<file path="src/addr_gen_pkg.sv">
package addr_gen_pkg;

  // segment selector codes
  typedef enum logic [2:0] {
    SEG_STRING_TARGET = 3'h0,
    SEG_CODE          = 3'h1,
    SEG_STACK         = 3'h2,
    SEG_DATA          = 3'h3,
    SEG_AUX_ONE       = 3'h4,
    SEG_AUX_TWO       = 3'h5
  } seg_t;

  // kind of memory reference supplied by the decoder
  typedef enum logic [2:0] {
    REF_CODE_FETCH  = 3'h0,
    REF_STACK_PUSH  = 3'h1,
    REF_STACK_POP   = 3'h2,
    REF_STRING_DEST = 3'h3,
    REF_DATA        = 3'h4
  } ref_t;

  // operand / addressing modes
  typedef enum logic [2:0] {
    MODE_REGISTER       = 3'h0,
    MODE_IMMEDIATE      = 3'h1,
    MODE_DIRECT         = 3'h2,
    MODE_REG_INDIRECT   = 3'h3,
    MODE_BASED          = 3'h4,
    MODE_SCALED_INDEX   = 3'h5,
    MODE_BASED_SCALED   = 3'h6,
    MODE_BASED_SCALED_D = 3'h7
  } mode_t;

  // displacement field width
  typedef enum logic [1:0] {
    DISP_NONE = 2'h0,
    DISP_8    = 2'h1,
    DISP_16   = 2'h2,
    DISP_32   = 2'h3
  } disp_t;

  // operand width
  typedef enum logic [1:0] {
    SIZE_8  = 2'h0,
    SIZE_16 = 2'h1,
    SIZE_32 = 2'h2
  } size_t_t;

  // pipeline state
  typedef enum logic [1:0] {
    ST_IDLE  = 2'h0,
    ST_EXTRA = 2'h1,
    ST_DONE  = 2'h2
  } state_t;

  localparam int        PHYS_WIDTH   = 24;
  localparam int        LIN_WIDTH    = 32;
  localparam logic [3:0] REG_FRAME   = 4'h5; // frame base pointer index
  localparam logic [3:0] REG_STACK   = 4'h4; // stack top pointer index
  localparam logic [3:0] REG_BASE16  = 4'h3; // 16-bit base register index
  localparam logic [3:0] REG_SRC16   = 4'h6; // 16-bit source index
  localparam logic [3:0] REG_DEST16  = 4'h7; // dest_index16
  localparam int        EXTRA_CYCLES = 1;
  localparam logic [31:0] RESET_WORD = 32'h0000_0000;

endpackage

</file>
<file path="src/seg_bases_if.sv">
`timescale 1ns/10ps
// segment bases presented to the offset/selection stage
interface seg_bases_if;
  logic [31:0] base [6];
  logic [2:0]  sel;
  logic [31:0] chosen;

  modport owner (input base, input sel, output chosen);
  modport user  (output base, output sel, input chosen);
endinterface

</file>
<file path="src/seg_base_mux.sv">
`timescale 1ns/10ps
// picks the selected segment base; bases are free to overlap
module seg_base_mux
(
  seg_bases_if.owner sb
);
  import addr_gen_pkg::*;

  // unused codes fall back to zero rather than aliasing a segment
  always_comb
  begin
    if (sb.sel < 3'h6)
    begin
      sb.chosen = sb.base[sb.sel]; // RL13
    end
    else
    begin
      sb.chosen = RESET_WORD;
    end
  end
endmodule // seg_base_mux

</file>
<file path="src/segmented_address_generation.sv">
`timescale 1ns/10ps
// Overview of operation
// (RL1) multi-byte values occupy ascending bytes, LSB first
// (RL2) value address is its least significant byte
// (RL3) linear equals segment base plus offset
// (RL4) drive only low 24 linear bits
// (RL5) offset sums selected base, index, displacement
// (RL6) code fetch uses code segment, no override
// (RL7) data defaults data segment, stack to stack
// (RL8) push-type stores use stack, ignore override
// (RL9) pop-type reads use stack, no override
// (RL10) string destinations use string target segment
// (RL11) frame or stack base defaults stack segment
// (RL12) override replaces default for other data
// (RL13) segment bases may overlap freely
// (RL14) displacement is 8, 16 or 32 bits
// (RL15) 16-bit addressing base only base or frame
// (RL16) index excludes stack pointer, scaled 1/2/4/8
// (RL17) 16-bit addressing: no scale, source/dest index
// (RL18) eight modes, six memory modes
// (RL19) base plus index costs one extra clock
// (RL20) register or immediate operand sourcing
// (RL21) default 32-bit, prefixes switch per instruction
// (RL22) additions wrap modulo two to thirty-two
// (RL23) 16-bit offset sum zero-extended
module segmented_address_generation
(
  input  wire logic                CLK,
  input  wire logic                RSTN,
  // request from the decoder
  input  wire logic                REQ_VALID,
  output logic                     REQ_READY,
  input  wire addr_gen_pkg::ref_t  REF_KIND,
  input  wire addr_gen_pkg::mode_t MODE,
  input  wire logic                ADDR_LEN_OVR,
  input  wire logic                OPND_LEN_OVR,
  input  wire logic                SEG_OVR_VALID,
  input  wire addr_gen_pkg::seg_t  SEG_OVR,
  input  wire logic [3:0]          BASE_SEL,
  input  wire logic [3:0]          INDEX_SEL,
  input  wire logic [1:0]          SCALE,
  input  wire addr_gen_pkg::disp_t DISP_KIND,
  input  wire logic [31:0]         DISP,
  input  wire logic [31:0]         IMMEDIATE,
  input  wire addr_gen_pkg::size_t_t OPND_SIZE,
  input  wire logic [31:0]         INSTR_PTR,
  input  wire logic [255:0]        GP_REGS,
  input  wire logic [191:0]        SEG_BASES,
  input  wire logic [31:0]         STORE_DATA,
  // answer toward the bus unit
  output logic                     ADDR_VALID,
  output logic [23:0]              PHYS_ADDR,
  output logic [31:0]              LINEAR_ADDR,
  output logic [31:0]              OPERAND_OFFSET,
  output logic [2:0]               SEG_USED,
  output logic                     MEM_REF,
  output logic [31:0]              OPERAND,
  output logic [1:0]               BYTE_COUNT,
  output logic [31:0]              BYTE_LANES,
  output logic                     BAD_REG
);
  import addr_gen_pkg::*;
  // read one general register by index
  function automatic logic [31:0] gp(input logic [255:0] regs, input logic [3:0] idx);
    gp = regs[idx[2:0]*32 +: 32];
  endfunction
  // sign-extend a displacement of the given width
  function automatic logic [31:0] disp_ext(input disp_t k, input logic [31:0] d);
    case (k)
      DISP_8:  disp_ext = {{24{d[7]}}, d[7:0]};
      DISP_16: disp_ext = {{16{d[15]}}, d[15:0]};
      DISP_32: disp_ext = d;
      default: disp_ext = RESET_WORD;
    endcase
  endfunction
  seg_bases_if sb();
  state_t      state;
  state_t      next_state;
  logic [31:0] partial;
  logic [31:0] next_partial;
  logic [31:0] held_disp;
  logic [31:0] next_held_disp;
  logic [2:0]  held_seg;
  logic [2:0]  next_held_seg;
  logic        held_a16;
  logic        next_held_a16;
  logic        addr_valid;
  logic        next_addr_valid;
  logic [31:0] offset_q;
  logic [31:0] next_offset_q;
  logic [31:0] linear_q;
  logic [31:0] next_linear_q;
  logic [2:0]  seg_q;
  logic [2:0]  next_seg_q;
  logic        mem_q;
  logic        next_mem_q;
  logic [31:0] operand_q;
  logic [31:0] next_operand_q;
  logic [1:0]  count_q;
  logic [1:0]  next_count_q;
  logic [31:0] lanes_q;
  logic [31:0] next_lanes_q;
  logic        bad_q;
  logic        next_bad_q;
  logic        use_base;
  logic        use_index;
  logic        use_disp;
  logic        is_mem;
  logic [31:0] base_val;
  logic [31:0] index_val;
  logic [31:0] scaled;
  logic [31:0] dval;
  logic [2:0]  seg_pick;
  logic        bad_sel;
  logic [31:0] sum_now;
  // unpack segment bases for the selector
  always_comb
  begin
    for (int i = 0; i < 6; i++)
    begin
      sb.base[i] = SEG_BASES[i*32 +: 32];
    end
  end
  seg_base_mux u_seg_mux
  (
    .sb (sb)
  );

  // decode which components the mode contributes
  always_comb
  begin
    use_base  = 1'b0;
    use_index = 1'b0;
    use_disp  = 1'b0;
    is_mem    = 1'b1;
    case (MODE)
      MODE_REGISTER, MODE_IMMEDIATE: is_mem = 1'b0; // RL18
      MODE_DIRECT:         use_disp = 1'b1;
      MODE_REG_INDIRECT:   use_base = 1'b1;
      MODE_BASED:
      begin
        use_base = 1'b1;
        use_disp = 1'b1;
      end
      MODE_SCALED_INDEX:
      begin
        use_index = 1'b1;
        use_disp  = 1'b1;
      end
      MODE_BASED_SCALED:
      begin
        use_base  = 1'b1;
        use_index = 1'b1;
      end
      MODE_BASED_SCALED_D:
      begin
        use_base  = 1'b1;
        use_index = 1'b1;
        use_disp  = 1'b1;
      end
      default:             is_mem = 1'b0;
    endcase
  end

  // component values; 16-bit addressing narrows the register choice
  always_comb
  begin
    bad_sel   = 1'b0;
    base_val  = RESET_WORD;
    index_val = RESET_WORD;
    if (use_base)
    begin
      if (ADDR_LEN_OVR)
      begin
        base_val = gp(GP_REGS, BASE_SEL) & 32'h0000_FFFF; // RL15
        bad_sel  = (BASE_SEL != REG_BASE16) && (BASE_SEL != REG_FRAME);
      end
      else
      begin
        base_val = gp(GP_REGS, BASE_SEL);
        bad_sel  = BASE_SEL[3];
      end
    end
    if (use_index)
    begin
      if (ADDR_LEN_OVR)
      begin
        index_val = gp(GP_REGS, INDEX_SEL) & 32'h0000_FFFF; // RL17
        bad_sel   = bad_sel || ((INDEX_SEL != REG_SRC16) && (INDEX_SEL != REG_DEST16));
      end
      else
      begin
        index_val = gp(GP_REGS, INDEX_SEL);
        bad_sel   = bad_sel || (INDEX_SEL == REG_STACK) || INDEX_SEL[3]; // RL16
      end
    end
    // scaling only exists with 32-bit addressing
    scaled = ADDR_LEN_OVR ? index_val : (index_val << SCALE); // RL16 RL17
    dval   = use_disp ? disp_ext(DISP_KIND, DISP) : RESET_WORD; // RL14
    // 32-bit wrap: carries out of bit 31 are simply dropped
    sum_now = base_val + scaled + dval; // RL5 RL22
  end

  // segment choice: forced segments first, then override, then default
  always_comb
  begin
    case (REF_KIND)
      REF_CODE_FETCH:  seg_pick = SEG_CODE; // RL6
      REF_STACK_PUSH:  seg_pick = SEG_STACK; // RL8
      REF_STACK_POP:   seg_pick = SEG_STACK; // RL9
      REF_STRING_DEST: seg_pick = SEG_STRING_TARGET; // RL10
      default:
      begin
        if (SEG_OVR_VALID && (SEG_OVR <= SEG_AUX_TWO))
        begin
          seg_pick = SEG_OVR; // RL12
        end
        else if (use_base && ((BASE_SEL == REG_FRAME) || (!ADDR_LEN_OVR && (BASE_SEL == REG_STACK))))
        begin
          seg_pick = SEG_STACK; // RL11
        end
        else
        begin
          seg_pick = SEG_DATA; // RL7
        end
      end
    endcase
  end

  assign sb.sel    = (state == ST_EXTRA) ? held_seg : seg_pick;
  assign REQ_READY = (state != ST_EXTRA);

  // offset/linear pipeline; base plus index spends one extra cycle
  always_comb
  begin
    logic [31:0] off;
    logic        fetch;
    off             = RESET_WORD;
    fetch           = (REF_KIND == REF_CODE_FETCH);
    next_state      = state;
    next_partial    = partial;
    next_held_disp  = held_disp;
    next_held_seg   = held_seg;
    next_held_a16   = held_a16;
    next_addr_valid = 1'b0;
    next_offset_q   = offset_q;
    next_linear_q   = linear_q;
    next_seg_q      = seg_q;
    next_mem_q      = mem_q;
    next_operand_q  = operand_q;
    next_count_q    = count_q;
    next_lanes_q    = lanes_q;
    next_bad_q      = bad_q;
    case (state)
      ST_EXTRA:
      begin
        off = partial + held_disp; // RL22
        if (held_a16)
        begin
          off = {16'h0000, off[15:0]}; // RL23
        end
        next_offset_q   = off;
        next_linear_q   = sb.chosen + off; // RL3 RL22
        next_addr_valid = 1'b1;
        next_state      = ST_IDLE;
      end
      default:
      begin
        if (REQ_VALID)
        begin
          next_seg_q = seg_pick;
          next_bad_q = bad_sel;
          // operand width: 32 by default, 16 under the prefix
          if (OPND_SIZE == SIZE_8)
          begin
            next_count_q = 2'h0;
          end
          else if ((OPND_SIZE == SIZE_16) || OPND_LEN_OVR)
          begin
            next_count_q = 2'h1; // RL21
          end
          else
          begin
            next_count_q = 2'h3; // RL21
          end
          // store data split into bytes, least significant at lowest address
          next_lanes_q = STORE_DATA; // RL1 RL2
          if (!is_mem && !fetch)
          begin
            next_mem_q      = 1'b0;
            next_operand_q  = (MODE == MODE_IMMEDIATE) ? IMMEDIATE : gp(GP_REGS, BASE_SEL); // RL20
            next_addr_valid = 1'b1;
          end
          else if (use_base && use_index && !fetch)
          begin
            next_mem_q     = 1'b1;
            next_partial   = base_val + scaled; // RL19
            next_held_disp = dval;
            next_held_seg  = seg_pick;
            next_held_a16  = ADDR_LEN_OVR;
            next_state     = ST_EXTRA; // RL19
          end
          else
          begin
            off = fetch ? INSTR_PTR : sum_now; // RL6
            if (ADDR_LEN_OVR && !fetch)
            begin
              off = {16'h0000, off[15:0]}; // RL23 RL21
            end
            next_mem_q      = 1'b1;
            next_offset_q   = off;
            next_linear_q   = sb.chosen + off; // RL3
            next_addr_valid = 1'b1;
          end
        end
      end
    endcase
  end

  // registers only
  always_ff @(posedge CLK or negedge RSTN)
  begin
    if (!RSTN)
    begin
      state      <= ST_IDLE;
      partial    <= RESET_WORD;
      held_disp  <= RESET_WORD;
      held_seg   <= 3'h0;
      held_a16   <= 1'b0;
      addr_valid <= 1'b0;
      offset_q   <= RESET_WORD;
      linear_q   <= RESET_WORD;
      seg_q      <= 3'h0;
      mem_q      <= 1'b0;
      operand_q  <= RESET_WORD;
      count_q    <= 2'h0;
      lanes_q    <= RESET_WORD;
      bad_q      <= 1'b0;
    end
    else
    begin
      state      <= next_state;
      partial    <= next_partial;
      held_disp  <= next_held_disp;
      held_seg   <= next_held_seg;
      held_a16   <= next_held_a16;
      addr_valid <= next_addr_valid;
      offset_q   <= next_offset_q;
      linear_q   <= next_linear_q;
      seg_q      <= next_seg_q;
      mem_q      <= next_mem_q;
      operand_q  <= next_operand_q;
      count_q    <= next_count_q;
      lanes_q    <= next_lanes_q;
      bad_q      <= next_bad_q;
    end
  end

  // outputs, all from flip-flops
  assign ADDR_VALID     = addr_valid;
  assign OPERAND_OFFSET = offset_q;
  assign LINEAR_ADDR    = linear_q;
  assign PHYS_ADDR      = linear_q[PHYS_WIDTH-1:0]; // RL4
  assign SEG_USED       = seg_q;
  assign MEM_REF        = mem_q;
  assign OPERAND        = operand_q;
  assign BYTE_COUNT     = count_q;
  assign BYTE_LANES     = lanes_q; // RL1
  assign BAD_REG        = bad_q;
endmodule // segmented_address_generation

</file>
<file path="config.mk">
export PLATFORM = sky130hd
export DESIGN_NAME = segmented_address_generation
export DESIGN_NICKNAME = d
export VERILOG_FILES = /design/src/addr_gen_pkg.sv /design/src/seg_bases_if.sv /design/src/seg_base_mux.sv /design/src/segmented_address_generation.sv
export SDC_FILE = /design/constraint.sdc
export NUM_CORES = 1
export LEC_CHECK = 0
export ABC_AREA = 1
export BUFFER_PORTS_ARGS = -buffer_cell sky130_fd_sc_hd__buf_2
export CORE_AREA = 2 2 302 304
export DETAILED_ROUTE_END_ITERATION = 8
export DIE_AREA = 0 0 304 306
export GPL_ROUTABILITY_DRIVEN = 0
export PLACE_DENSITY = 0.52
export SYNTH_ARGS = -nofsm -noshare
export SYNTH_HDL_FRONTEND = slang
export SYNTH_SLANG_ARGS = --single-unit
</file>
<file path="constraint.sdc">
create_clock -name CLK -period 6.3 [get_ports CLK]
set_input_delay 1.26 -clock CLK [delete_from_list [all_inputs] [get_ports CLK]]
set_output_delay 1.26 -clock CLK [all_outputs]
set_load 0.01 [all_outputs]
</file>
==> impl_metrics.csv <==
group,metric,value,unit
status,status,"finished with violations",
status,violations,"negative setup slack",
synth,synth-seq-cells,205,
critical_path,critPathSlowestCell,"a211oi_2",
finish,drive_gt1_frac,0.392,
timing,finalHoldViolations,0,
synth,synth.avg_cell_area,6.34,sq um
critical_path,timing.critical_path.from,"INDEX_SEL[0]",
route,routed_wl,125000,microns
critical_path,start_kind,"primary input",
die,core-area,89600,sq um
timing,finalCriticalPeriod,7.05,ns
critical_path,max_stage_delay,0.35,ns
finish,fillers,9551,
route,antenna_left,0,
route,drtIter0Drc,1987,
global_routing,grt_pass1_vias,28800,
timing,fin_worst_skew,0.0361,ns
critical_path,crit_top_cell,"nand2_1",
finish,fin_area,34800,sq um
critical_path,r2r_slack,1.97,ns
power,power_leakage,17.4,nW
worst_hold_path,hp-class,"reg -> reg",
timing,slew_headroom,0.488,
route,avgRoutedWirePerCell,21.3,microns
placed_design,pre_cts_ws,-2.08,ns
timing,setup_viol,20,
critical_path,r2r-start,"partial[0]$_DFFE_PN0P_",
global_routing,grt_max_degree,68,
global_routing,overflow,0,
timing,slew_violations,0,
timing,rsz0062_at_grt,"true",
die,start_util,0.243,
worst_hold_path,min_to,"BYTE_LANES[15]$_DFFE_PN0P_",
synth,synth_edf_count,0,
clocking,ctsHtreeMaxLevel,1,
critical_path,path_class,"in -> reg",
global_routing,grt_pass1_wl,180000,microns
clocking,clk_latency,0.62,ns
route,drt_first_pass_iters,8,
clocking,clock_sinks,205,
global_routing,track_usage,0.254,
critical_path,arrival,7.54,ns
clocking,cts_tree,"done",
synth,synth-async-reset-ratio,1.00,
synth,mappedNetlistArea,21700,sq um
route,vias,29600,
die,dieHeight,306,microns
clocking,hold_buffers,0,
synth,synth-seq-area-share,0.236,
timing,setup_slack,-0.746,ns
critical_path,crit_required,6.80,ns
critical_path,critPathMaxFanout,11,
synth,netlist_instances,3431,
critical_path,worstSetupEndpointType,"register",
clocking,cts_buffers,29,
synth,ys.flop_type,"dfrtp_1",
placed_design,hpwl,102000,microns
critical_path,r2r_cells,29,
synth,ys_warn_count,0,
power,power_density,285,nW/um^2
die,pin_count,766,
synth,synth_cell_types,59,
timing,fmax,142,MHz
worst_hold_path,min-delay-start,"BYTE_LANES[15]$_DFFE_PN0P_",
clocking,path_clk_slew,0.06,ns
die,rows,110,
clocking,clockBufferDepth,3,
worst_hold_path,hold_depth,2,
route,viasPerCell,5.04,
job,max_cap_violations,0,
global_routing,antenna_found_initial,52,
placed_design,place_area,31000,sq um
critical_path,r2r_end,"LINEAR_ADDR[26]$_DFFE_PN0P_",
placed_design,port_buffers,765,
synth,syn_nets,4164,
clocking,cts-root-buf,"clkbuf_16",
power,ir_drop,0.194,mV
timing,post-route-period-util,1.12,
timing,worst_pin_slew,0.765,ns
die,chipWidth,304,microns
finish,nNetsFinal,5391,
finish,syn_to_final_growth,59.9,%
die,dieArea,93000,sq um
route,drcViolationCount,0,
stage by stage:
stage / setup TNS, ns / utilization / total power [W] / hold slack, ns / cells
6_report: -8.94 / 0.388 / 0.00990 / 0.471 / 5877
2_1_floorplan: -2.11 / - / 0.00450 / 0.448 / 3431
4_1_cts: -7.96 / 0.376 / 0.00949 / 0.478 / 5827
3_3_place_gp: -36.26 / 0.345 / 0.00699 / 0.457 / 5728
5_1_grt: -15.23 / 0.388 / 0.0106 / 0.496 / 5876
3_5_place_dp: -36.54 / 0.345 / 0.00702 / 0.460 / 5728
cell type report:
cell class / instances / area, sq um / share of cell area
Tap cell: 1176 / 1470 / 0.0423
Sequential cell: 205 / 5130 / 0.147
Inverter: 241 / 927 / 0.0267
Clock inverter: 15 / 219 / 0.00630
Timing Repair Buffer: 1412 / 9310 / 0.268
Multi-Input combinational cell: 2768 / 16900 / 0.485
Timing Repair inverter: 1 / 5.00 / 0.000144
Antenna cell: 22 / 55.1 / 0.00158
Clock buffer: 37 / 796 / 0.0229
worst max-delay path: cells and delay by family:
| kind | cells | cell delay, ns |
|---|---|---|
| xor+xnor | 2 | 0.45 |
| compound gates | 12 | 2.27 |
| fa+ha+maj | 3 | 0.89 |
| buf+inv | 7 | 1.15 |
| simple gates | 16 | 1.46 |
how the worst max path moves through the flow:
stage | to | cells past startpoint | slack, ns
6_report | LINEAR_ADDR[31]$_DFFE_PN0P_ | 40 | -0.75
5_1_grt | LINEAR_ADDR[31]$_DFFE_PN0P_ | 50 | -1.16
4_1_cts | LINEAR_ADDR[31]$_DFFE_PN0P_ | 50 | -0.78
3_5_place_dp | LINEAR_ADDR[31]$_DFFE_PN0P_ | 41 | -2.08
3_3_place_gp | LINEAR_ADDR[31]$_DFFE_PN0P_ | 44 | -2.09
2_1_floorplan | LINEAR_ADDR[31]$_DFFE_PN0P_ | 48 | -0.48
cell families after synthesis:
group,count (synthesis),synth area share
compound gates,1018,0.286
xor+xnor,66,0.0266
fa+ha+maj,128,0.0750
buf+inv,458,0.0875
flops,205,0.236
mux,7,0.00322
simple gates,1549,0.286
placed cells by master, fill, tap and decap left out, types with 22 or more instances in the layout:
cell type	synthesis	layout
ha_4	0	37
clkbuf_16	0	29
o221ai_1	64	54
o22ai_1	42	40
o21ai_0	373	310
nand2_2	7	46
buf_6	4	40
o21ai_1	15	47
a31oi_1	32	25
a21oi_2	6	42
ha_1	124	86
o21ai_2	3	24
buf_4	32	578
nand3_1	161	140
xor2_1	38	28
nor2_1	306	277
buf_12	0	24
buf_2	26	760
a32o_1	31	31
inv_1	229	210
o211ai_1	52	52
inv_2	7	24
nand2_1	1001	952
o21a_1	38	38
diode_2	0	22
a221oi_1	46	31
dfrtp_1	205	205
a21oi_1	250	196
synthesized netlist by cell type, drive strengths merged (6+ instances only):
| master | n | area [sq um] |
|---|---|---|
| o211ai | 52 | 390 |
| nand4 | 13 | 81.3 |
| inv | 236 | 886 |
| ha | 124 | 1550 |
| o221ai | 64 | 561 |
| a21boi | 8 | 60.1 |
| a31oi | 32 | 200 |
| mux2i | 7 | 70.1 |
| clkbuf | 143 | 537 |
| o21ai | 391 | 1970 |
| nor2 | 309 | 1170 |
| a221oi | 46 | 403 |
| o22ai | 42 | 263 |
| o21bai | 12 | 90.1 |
| buf | 74 | 460 |
| a22oi | 10 | 75.1 |
| nor3 | 18 | 95.1 |
| xor2 | 38 | 333 |
| xnor2 | 28 | 245 |
| a21o | 10 | 75.1 |
| dfrtp | 205 | 5130 |
| a32o | 31 | 310 |
| a21oi | 258 | 1340 |
| or2 | 22 | 138 |
| a211oi | 6 | 45.0 |
| nand2 | 1008 | 3800 |
| o2111ai | 8 | 70.1 |
| o21a | 38 | 285 |
| nand3 | 162 | 816 |
where the power goes:
part / internal, W / switching, W
combinational: 0.00289 / 0.00333
clock: 0.00106 / 0.000718
sequential: 0.00166 / 0.000247
per-layer routing:
layer	up-vias	GRT usage	share of wire
met5	-	0	0.0011
met4	20	0.113	0.050
met3	276	0.0397	0.069
met2	1352	0.462	0.50
met1	13700	0.292	0.38
li1	14300	-	-
registers in the layout, summed over array words and instances, names as in the netlist, 3 cells and up:
signal          cells
LINEAR_ADDR        32
BYTE_LANES         32
SEG_USED            3
held_seg            3
OPERAND_OFFSET     32
partial            32
OPERAND            32
held_disp          32
timing repair:
item	4_1_cts	5_1_grt
gates resized for setup	250	200
setup endpoints to repair	25	25
setup buffers	42	30
pin swaps	66	101
cloned	6	1
No activity file was read; power rests on OpenSTA's default activity.
